--- config.mk ---
export PLATFORM = sky130hd
export DESIGN_NAME = brs_bridge_reset_sequencer
export DESIGN_NICKNAME = d
export VERILOG_FILES = /design/src/brs_pkg.sv /design/src/brs_bridge_reset_sequencer.sv /design/src/brs_delay_timer.sv
export SDC_FILE = /design/constraint.sdc
export NUM_CORES = 1
export LEC_CHECK = 0
export ABC_AREA = 1
export BUFFER_PORTS_ARGS = -buffer_cell sky130_fd_sc_hd__buf_2
export CORE_MARGIN = 4
export CORE_UTILIZATION = 49
export CTS_BUF_LIST = sky130_fd_sc_hd__clkbuf_8 sky130_fd_sc_hd__clkbuf_16
export CTS_CLUSTER_SIZE = 20
export DETAILED_ROUTE_END_ITERATION = 16
export PLACE_DENSITY = 0.71
export SYNTH_ARGS = -nofsm -noshare
export SYNTH_HDL_FRONTEND = slang
export SYNTH_SLANG_ARGS = --single-unit
--- constraint.sdc ---
create_clock -name mclk -period 1.3 [get_ports mclk]
set_clock_uncertainty 0.15 [all_clocks]
set_input_delay 0.065 -clock mclk [delete_from_list [all_inputs] [get_ports mclk]]
set_output_delay 0.065 -clock mclk [all_outputs]
set_load 0.005 [all_outputs]
--- src/brs_pkg.sv ---
package brs_pkg;

    // Clock rate in kHz (250 MHz)
    localparam int unsigned CLK_KHZ = 250000;
    // Release delay after each reset, in ms
    localparam int unsigned RELEASE_MS = 1;
    // Cycles for the release delay, exact product of ms and kHz
    localparam int unsigned RELEASE_CYCLES = RELEASE_MS * CLK_KHZ;
    // Counter width for the release delay
    localparam int unsigned CNT_W = 20;

    // Reset level codes
    localparam logic [1:0] LEVEL_NONE = 2'h0;
    localparam logic [1:0] LEVEL_COLD = 2'h1;
    localparam logic [1:0] LEVEL_HOT = 2'h2;
    localparam logic [1:0] LEVEL_BUS = 2'h3;

    // Reset values of outputs
    localparam logic BUS_RESET_N_INIT = 1'b0;
    localparam logic LOAD_REQ_INIT = 1'b0;

    // Sequencer states, Gray along the usual path
    typedef enum logic [2:0] {
        ST_COLD = 3'h0,
        ST_HOLD = 3'h1,
        ST_LOAD = 3'h3,
        ST_RUN = 3'h2,
        ST_BUS = 3'h6
    } brs_state_type;

    // Control strobes to the register core
    typedef struct packed {
        logic clearAll;
        logic clearNonSticky;
        logic redetermineMode;
        logic redetermineClock;
    } brs_reg_ctl_type;

    // Buffer drain commands
    typedef struct packed {
        logic dropPciUpstream;
        logic dropDownstream;
        logic returnCredits;
        logic urForNonPosted;
    } brs_drain_type;

endpackage

--- src/brs_bridge_reset_sequencer.sv ---
`timescale 1ns/1ps
`default_nettype none

// Behaviour
// - Level 0 clears all registers, sticky included
// - Release bus reset 1 ms after fundamental release
// - Reset message or link down gives hot reset
// - Hot reset: release bus 1 ms after internal
// - Load EEPROM after level 0/1, never level 2
// - Retry config requests while EEPROM loads
// - Software bus reset bit starts level 2
// - Level 2 holds longer of 1 ms, bit
// - Level 2 leaves configuration registers unchanged
// - Level 2 redetermines bus mode, and clock only as clock master
// - Drop PCI-side upstream requests, keep PCIe-side
// - Drop downstream requests, credits, UR non-posted

module brs_bridge_reset_sequencer #(
    // Release delay in cycles; a bench may shorten it, hardware keeps the default
    parameter int unsigned RELEASE_CYCLES = brs_pkg::RELEASE_CYCLES
) (
    input wire logic mclk,
    input wire logic arst_n,
    input wire logic upstream_fundamental_reset_n,
    input wire logic hotResetMessage,
    input wire logic linkDown,
    input wire logic busResetBit,
    input wire logic clockMaster,
    input wire logic eepromLoadDone,
    input wire logic busTrafficPending,
    input wire logic configRequest,
    output logic secondary_bus_reset_n,
    output logic eepromLoadStart,
    output logic configRetry,
    output brs_pkg::brs_reg_ctl_type regCtl,
    output brs_pkg::brs_drain_type drain,
    output logic [1:0] resetLevel
);

    ////////////////////////////////////////////////////////////////
    // Reset synchroniser: async assert, release after two edges
    logic rstMeta;
    logic rstN;
    always_ff @(posedge mclk or negedge arst_n) begin
        if (!arst_n) begin
            rstMeta <= 1'b0;
            rstN <= 1'b0;
        end else begin
            rstMeta <= 1'b1;
            rstN <= rstMeta;
        end
    end

    ////////////////////////////////////////////////////////////////
    // Fundamental reset: asserting clears at once, release is synchronised
    logic perstMeta;
    logic perstN;
    wire logic coldN = rstN && upstream_fundamental_reset_n;
    always_ff @(posedge mclk or negedge coldN) begin
        if (!coldN) begin
            perstMeta <= 1'b0;
            perstN <= 1'b0;
        end else begin
            perstMeta <= 1'b1;
            perstN <= perstMeta;
        end
    end

    ////////////////////////////////////////////////////////////////
    // Link event and strap synchronisers; none of them share this clock
    logic [3:0] evMeta;
    logic [3:0] evSync;
    always_ff @(posedge mclk or negedge rstN) begin
        if (!rstN) begin
            evMeta <= 4'h0;
            evSync <= 4'h0;
        end else begin
            evMeta <= {clockMaster, busResetBit, linkDown, hotResetMessage};
            evSync <= evMeta;
        end
    end
    // Hot reset request, level sensitive so a held link-down stays in reset
    wire logic hotReq = evSync[0] || evSync[1];
    wire logic busReq = evSync[2];
    // Clock strap, synchronised like the events
    wire logic masterSync = evSync[3];

    ////////////////////////////////////////////////////////////////
    // State and timer
    brs_pkg::brs_state_type state;
    brs_pkg::brs_state_type next_state;
    logic timerStart;
    logic timerDone;
    logic [1:0] level;
    logic [1:0] next_level;

    brs_delay_timer #(
        .CYCLES(RELEASE_CYCLES)
    ) u_timer (
        .mclk(mclk),
        .rstN(perstN),
        .start(timerStart),
        .done(timerDone)
    );

    ////////////////////////////////////////////////////////////////
    // Decodes
    wire logic inCold = (state == brs_pkg::ST_COLD);
    wire logic inHold = (state == brs_pkg::ST_HOLD);
    wire logic inLoad = (state == brs_pkg::ST_LOAD);
    wire logic inRun = (state == brs_pkg::ST_RUN);
    wire logic inBus = (state == brs_pkg::ST_BUS);
    // Hot reset is honoured from any non-cold state
    wire logic hotNow = hotReq && !inCold;
    // Bus reset only from normal running
    wire logic busNow = busReq && inRun && !hotReq;
    // Timer restarts on leaving cold, in every cycle of a hot request, on bus entry
    assign timerStart = inCold || hotNow || busNow;

    ////////////////////////////////////////////////////////////////
    // Next-state logic
    always_comb begin
        next_state = state;
        next_level = level;
        unique case (state)
            brs_pkg::ST_COLD: begin
                // First synchronised edge after release
                next_state = brs_pkg::ST_HOLD;
                next_level = brs_pkg::LEVEL_COLD;
            end
            brs_pkg::ST_HOLD: begin
                // Internal reset done; wait the full release delay
                if (hotNow) begin
                    next_level = brs_pkg::LEVEL_HOT;
                end else if (timerDone) begin
                    next_state = brs_pkg::ST_LOAD;
                end
            end
            brs_pkg::ST_LOAD: begin
                if (hotNow) begin
                    next_state = brs_pkg::ST_HOLD;
                    next_level = brs_pkg::LEVEL_HOT;
                end else if (eepromLoadDone) begin
                    next_state = brs_pkg::ST_RUN;
                    next_level = brs_pkg::LEVEL_NONE;
                end
            end
            brs_pkg::ST_RUN: begin
                if (hotNow) begin
                    next_state = brs_pkg::ST_HOLD;
                    next_level = brs_pkg::LEVEL_HOT;
                end else if (busNow) begin
                    next_state = brs_pkg::ST_BUS;
                    next_level = brs_pkg::LEVEL_BUS;
                end
            end
            brs_pkg::ST_BUS: begin
                // Longer of delay and software clear; no EEPROM load after
                if (hotNow) begin
                    next_state = brs_pkg::ST_HOLD;
                    next_level = brs_pkg::LEVEL_HOT;
                end else if (timerDone && !busReq) begin
                    next_state = brs_pkg::ST_RUN;
                    next_level = brs_pkg::LEVEL_NONE;
                end
            end
            default: begin
                // Illegal code: fall back to a full cold sequence
                next_state = brs_pkg::ST_COLD;
                next_level = brs_pkg::LEVEL_COLD;
            end
        endcase
    end

    ////////////////////////////////////////////////////////////////
    // State register, cleared by fundamental reset
    always_ff @(posedge mclk or negedge perstN) begin
        if (!perstN) begin
            state <= brs_pkg::ST_COLD;
            level <= brs_pkg::LEVEL_COLD;
        end else begin
            state <= next_state;
            level <= next_level;
        end
    end

    ////////////////////////////////////////////////////////////////
    // Output decodes
    wire logic busActive = inCold || inHold || inBus || hotNow || busNow;
    wire logic loadEnter = inHold && timerDone && !hotNow;
    // Drain only when traffic is left; software should have emptied it
    wire logic drainNow = (busNow || hotNow) && busTrafficPending;
    brs_pkg::brs_reg_ctl_type next_regCtl;
    brs_pkg::brs_drain_type next_drain;
    assign next_regCtl.clearAll = inCold;
    assign next_regCtl.clearNonSticky = hotNow;
    assign next_regCtl.redetermineMode = busNow;
    assign next_regCtl.redetermineClock = busNow && masterSync;
    assign next_drain.dropPciUpstream = drainNow;
    assign next_drain.dropDownstream = drainNow;
    assign next_drain.returnCredits = drainNow;
    assign next_drain.urForNonPosted = drainNow;

    ////////////////////////////////////////////////////////////////
    // Registered outputs; cold reset holds bus reset and retry
    always_ff @(posedge mclk or negedge perstN) begin
        if (!perstN) begin
            secondary_bus_reset_n <= brs_pkg::BUS_RESET_N_INIT;
            eepromLoadStart <= brs_pkg::LOAD_REQ_INIT;
            configRetry <= 1'b1;
            regCtl <= '{clearAll: 1'b1, default: 1'b0};
            drain <= '0;
            resetLevel <= brs_pkg::LEVEL_COLD;
        end else begin
            secondary_bus_reset_n <= !busActive;
            eepromLoadStart <= loadEnter;
            // Retry covers load and the hold before it
            configRetry <= (inHold || inLoad || inCold) && !(inLoad && eepromLoadDone);
            regCtl <= next_regCtl;
            drain <= next_drain;
            resetLevel <= next_level;
        end
    end

    // The config request itself is answered by the PCIe core using configRetry
    wire logic unusedReq = configRequest;

endmodule

`default_nettype wire

--- src/brs_delay_timer.sv ---
`timescale 1ns/1ps
`default_nettype none

// Counts a fixed delay once started; restart reloads it
module brs_delay_timer #(
    parameter int unsigned CYCLES = brs_pkg::RELEASE_CYCLES
) (
    input wire logic mclk,
    input wire logic rstN,
    input wire logic start,
    output logic done
);

    // Remaining cycles; zero means idle or expired
    logic [brs_pkg::CNT_W-1:0] count;
    // Armed after a start until expiry
    logic running;
    wire logic lastTick = running && (count == brs_pkg::CNT_W'(1));

    ////////////////////////////////////////////////////////////////
    // Countdown; start wins over expiry so a restart is never lost
    always_ff @(posedge mclk or negedge rstN) begin
        if (!rstN) begin
            count <= '0;
            running <= 1'b0;
            done <= 1'b0;
        end else if (start) begin
            count <= brs_pkg::CNT_W'(CYCLES);
            running <= 1'b1;
            done <= 1'b0;
        end else if (lastTick) begin
            count <= '0;
            running <= 1'b0;
            done <= 1'b1;
        end else if (running) begin
            count <= count - brs_pkg::CNT_W'(1);
        end
    end

endmodule

`default_nettype wire

# After elaboration in Yosys (flattened, before gate mapping)
# Index checks and enable logic that the tools add are counted.
# Widths: inputs -> output; s select.
dict set report totals {
  reg_bits 47
  in_bits 10
  output_inout_bits 13
  word_cells 88
}
dict set report op_classes {
  add_sub_neg 1
  n_eq_ne 11
  n_mux 24
  reduce_logical 33
}
# cell n
set ops {}
lappend ops {{$mux 20} 3}
lappend ops {{$mux 3} 8}
lappend ops {{$eq 20x1->1 const B} 1}
lappend ops {{$sub 20x1->20 const B} 1}
lappend ops {{$pmux 3 s5} 1}
lappend ops {{$mux 2} 7}
lappend ops {{$logic_and 1x1->1} 12}
lappend ops {{$logic_or 1x1->1} 10}
lappend ops {{$pmux 2 s4} 1}
lappend ops {{$eq 3x2->1 const B} 2}
lappend ops {{$logic_not 1->1} 6}
lappend ops {{$ne 3x1->1 const B} 2}
lappend ops {{$reduce_and 5->1} 1}
lappend ops {{$mux 1} 4}
lappend ops {{$ne 2x1->1 const B} 2}
lappend ops {{$reduce_and 4->1} 1}
lappend ops {{$eq 3x1->1 const B} 1}
lappend ops {{$eq 3x3->1 const B} 1}
lappend ops {{$logic_not 3->1} 1}
lappend ops {{$ne 3x2->1 const B} 1}
lappend ops {{$reduce_bool 3->1} 1}
lappend ops {{$ne 2x2->1 const B} 1}
lappend ops {{$reduce_bool 2->1} 1}

# Depth between registers and ports, before layout
dict set report logic_depth {
  depth_word 6
  mapped_depth 10
  mapped_depth_nobuf 10
}

# By module
# From an unflattened synthesis, not the netlist that was laid out.
dict set report unflattened {
  hier_cells 298
  area_unflattened_um2 2524.9
}
# mod instances cells_each area_per_inst_um2 seq_area_each_um2
set modules_own_cells {}
lappend modules_own_cells {brs_delay_timer 1 199 1525.2 550.5}
lappend modules_own_cells {brs_bridge_reset_sequencer 1 99 999.7 629.4}

# Worst setup path before layout
# Ideal clock, no wire load.
dict set report synth_timing {
  path_kind {flip-flop to flip-flop}
  start {register u_timer.count[0] (netlist bit)}
  end {register u_timer.count[16] (netlist bit)}
  setup_ns 0.117
  arrival_time_ns 1.212
  required_time_ns 1.033
  setup_slack_ns -0.179
  stages_incl_launch_ff 10
  path_buffers 0
  synth_period_minus_slack_ns 1.479
  path_cell_list {dfrtp_1 > inv_1 > ha_1 > nand2_1 > nor2_2 > nand3_1 > nand2_1 > nand2_1 > nand2_1 > nand2_1}
}
dict set report synth_via {
  elab_chain_cells 4
  elab_cells_between_ends 7
  cone_classes {add/sub (1); eq/ne (1); mux (3); reduce/logical (2)}
}
# element line
set synth_rtl {}
lappend synth_rtl {{from (decl)} brs_delay_timer.sv:15} ;# logic [brs_pkg::CNT_W-1:0] count;
lappend synth_rtl {{from (signal assigned)} brs_delay_timer.sv:28} ;# count <= brs_pkg::CNT_W'(CYCLES);
lappend synth_rtl {{from (signal assigned)} brs_delay_timer.sv:36} ;# count <= count - brs_pkg::CNT_W'(1);
lappend synth_rtl {{$sub 20x1->20 or $eq 20x1->1 (tied branches)} {brs_delay_timer.sv:36, brs_delay_timer.sv:18}}
lappend synth_rtl {{$mux 20 or $logic_and 1x1->1 (tied branches)} {brs_delay_timer.sv:35, brs_delay_timer.sv:18}}
lappend synth_rtl {{$mux 20} brs_delay_timer.sv:31} ;# end else if (lastTick) begin
lappend synth_rtl {{$mux 20} brs_delay_timer.sv:27} ;# end else if (start) begin
# Parallel ways exist; a longest one is shown, timed or not. The select of a mux whose other input is x is not followed.
# A chain may end at the register's enable or synchronous reset.

# Worst setup path in the final report
dict set report layout_timing {
  start {register u_timer.count[1] (netlist bit)}
  end {register u_timer.count[16] (netlist bit)}
}
# The elaborated chain is that of the path after synthesis.

==> summary.txt <==
Status
  • Status: finished, violations left
  • Failing checks: negative setup slack

Die
  • Core area: 4474 µm²
  • DIE WIDTH: 76.81 µm
  • Row count: 24
  • Die height: 76.81 µm
  • Die area: 5899 µm²
  • Initial core utilization: 0.5185
  • Num ports: 23

Power
  • Peak VDD IR: 0.9120 mV
  • Post-route total power: 3.755 mW
  • P_leak: 1.850 nW
  • P per Cell Area: 981.3 nW/µm²

Clock network
  • Root Driver: clkbuf_8
  • Clock Sinks: 47
  • H-Tree Depth: 2
  • CTS buffer count: 5
  • Worst-path clk slew: 0.09 ns
  • Clock insertion delay at the later pin of the skew report: 0.31 ns
  • CTS tree: done
  • Maximum buffer depth of the clock tree: 2

Timing
  • RSZ-0062 raised after global routing: true
  • Final Cycle Share: 1.345
  • Final setup fails: 33
  • Max Freq: 572.0 MHz
  • Final WS setup: -0.4483 ns
  • Final count of hold timing violations: 0
  • Max-slew violations: 0
  • WHS: 0.02068 ns
  • Post-layout minimum cycle time: 1.748 ns

Synth
  • Cell Area, Synth: 2320 µm²
  • Ys async rst share: 1.000
  • Synth Area in Compound Gates: 0.06257
  • Mux cell area share after synthesis: 0
  • Synthesized area per cell: 8.405 µm²
  • Netlist cell types: 32
  • Sequential-to-total area share from yosys stat: 0.5086
  • Synth Register Bits: 47
  • Simple-gate portion of the synthesized area: 0.3150
  • Most used DFF post-synth: dfrtp_1
  • Yosys warning count: 0
  • Main combinational cell family by area after synthesis: simple AND/OR/NAND/NOR gates
  • Post-synth EDFFs: 0
  • Mapped Cells: 276
  • Post-Synth XOR/XNOR Area: 0.03020
  • Post-Synth Adder-Cell Area: 0.01079

Placed design
  • DP Area: 2925 µm²
  • Inst Count DP: 397
  • DP Wirelength: 3904 µm
  • GPL Wtd Cong: 0.8588
  • DP Worst Slack: -0.2741 ns
  • IO buf count: 21

Final layout
  • ANT cells: 0
  • Layout cells sized above 1: 0.5617
  • Commonest non-fill, non-tap cell in the layout: buf_4
  • Final Cell Area: 3826 µm²
  • Final Non-Filler Cells: 449
  • Final net count: 408
  • Area grow syn2layout: 64.94%
  • Commonest non-fill, non-tap cells in the layout: buf_4, nand2_1, dfrtp_1

Routing
  • Vias post-DR: 2525
  • Drt wl/cell: 18.56 µm
  • TritonRoute pass-1 iters: 5
  • Initial DRC count: 316
  • Detailed-route DRC error count: 0
  • Vias/cell: 5.624
  • Post-DRT Antenna Nets: 0
  • Total Wirelength: 8334 µm

Worst setup path
  • Worst Reg-to-Reg Cells: 11
  • Largest stage delay, worst path: 0.41 ns
  • Flop-to-flop setup slack: -0.45 ns
  • Crit. End Element: flip-flop
  • Reg-to-Reg End: u_timer.count[16]$_DFFE_PN0P_
  • Arrival @ worst endpoint: 1.85 ns
  • Crit Reg-Reg Startpoint: u_timer.count[1]$_DFFE_PN0P_
  • Setup CP Type: flip-flop to flip-flop
  • Worst-path cell chain: inv_2 -> buf_6 -> ha_4 -> nand2_4 -> nor2_4 -> nand2_1 -> nand2_1 -> nand2_1 -> nand2_1 -> nand2_1 -> nand2_1
  • Startpoint types: flip-flop
  • Most frequent CP cell: nand2_1
  • Required time of the critical path: 1.40 ns
  • Crit-path slowest cell: dfrtp_1
  • Critical-path maximum fanout: 5

GRT
  • Largest net degree at the start of global routing: 34
  • First-pass GRT wire length: 10950 µm
  • Global-route usage over all layers: 0.2300
  • Vias in the first global route: 2268
  • Total global routing overflow: 0
  • Initial antenna violation count: 0

Hold path
  • Hold Path Class: flip-flop to async pin

Run
  • Max_cap viols: 0
[logic make-up (layout without fill, tap and decap cells)]
logic type / Yosys count / after routing
flip-flops: 47 / 47
adder cells (fa/ha/maj): 2 / 2
buffers and inverters: 36 / 156
AND/OR/NAND/NOR: 158 / 158
XOR/XNOR: 8 / 8
other: 1 / 2
AO/OA/AOI/OAI: 24 / 24
[registers in the layout (all words and copies together) (netlist names), 2 cells and up]
signal,cells
evSync,4
u_timer.count,20
regCtl,4
resetLevel,2
evMeta,4
state,3
[worst max path at each step]
stage / to / start / cells after the start / slack (ns)
final: u_timer.count[16]$_DFFE_PN0P_ / u_timer.count[1]$_DFFE_PN0P_ / 11 / -0.45
after global routing: u_timer.count[16]$_DFFE_PN0P_ / u_timer.count[1]$_DFFE_PN0P_ / 11 / -0.52
after detailed placement: u_timer.count[1]$_DFFE_PN0P_ / u_timer.count[1]$_DFFE_PN0P_ / 9 / -0.27
after global placement: u_timer.count[0]$_DFFE_PN0P_ / u_timer.count[1]$_DFFE_PN0P_ / 9 / -0.24
after floorplan: u_timer.count[0]$_DFFE_PN0P_ / u_timer.count[14]$_DFFE_PN0P_ / 8 / -0.11
after CTS: u_timer.count[15]$_DFFE_PN0P_ / u_timer.count[11]$_DFFE_PN0P_ / 8 / -0.27
[stage by stage]
step | setup TNS, ns | utilization
global route | -9.868 | 0.8551
finish | -8.210 | 0.8551
global placement | -4.201 | 0.6538
floorplan | -1.374 | -
CTS | -5.086 | 0.7740
detailed placement | -4.706 | 0.6538
[critical path, delay by kind of cell (launching register included)]
family / cells / cell delay, ns
and+or+nand+nor: 8 / 0.79
DFF: 1 / 0.41
buffers and inverters: 2 / 0.19
adders and majority gates: 1 / 0.14
[routing by layer]
layer  wire (µm)  vias up  GRT usage
li1            -     1102          -
met1        3217     1216     0.2997
met2        4057      161     0.3981
met3         661       46    0.04215
met4         397        0    0.05072
met5           0        -          0
[layout make-up]
type                       count  area, µm²
timing repair buffer         118      948.4
clock buffer                   5      68.82
clock inverter                 3      47.55
inverter                      30      132.6
sequential                    47       1187
tap                           52      65.06
multi-input combinational    194       1376
fill                         201      648.1
[power breakdown]
part / internal, mW / total [mW] / switching, mW
registers: 1.55 / 1.63 / 0.0810
clock network: 0.583 / 1.13 / 0.548
logic: 0.475 / 0.996 / 0.521
[Yosys cell counts, types with 2 or more instances]
| library cell | n | share of area |
|---|---|---|
| o21bai_1 | 2 | 0.0065 |
| nand3b_1 | 2 | 0.0065 |
| o21ai_1 | 4 | 0.0086 |
| dfstp_2 | 3 | 0.034 |
| nand3_1 | 19 | 0.041 |
| xor2_1 | 5 | 0.019 |
| nand4_1 | 3 | 0.0081 |
| buf_4 | 4 | 0.013 |
| inv_2 | 3 | 0.0049 |
| nand2_1 | 70 | 0.11 |
| o21ai_0 | 5 | 0.011 |
| a21oi_1 | 7 | 0.015 |
| xnor2_1 | 3 | 0.011 |
| nor2_4 | 3 | 0.015 |
| nor2_1 | 46 | 0.074 |
| dfrtp_1 | 44 | 0.47 |
| nand2_4 | 4 | 0.019 |
| nor3_2 | 2 | 0.0086 |
| inv_1 | 26 | 0.042 |
| nor2_2 | 5 | 0.013 |
| a21oi_2 | 4 | 0.015 |
| ha_1 | 2 | 0.011 |
[repair_timing]
| item | in CTS | in global routing |
|---|---|---|
| pin swaps | 28 | 34 |
| resized for setup | 58 | 62 |
| hold buffers | 12 | 0 |
| endpoints found under the setup margin | 29 | 33 |
| setup buffers | 11 | 23 |
| endpoints found under the hold margin | 19 | 0 |
Power figures use the tool's default switching activity.
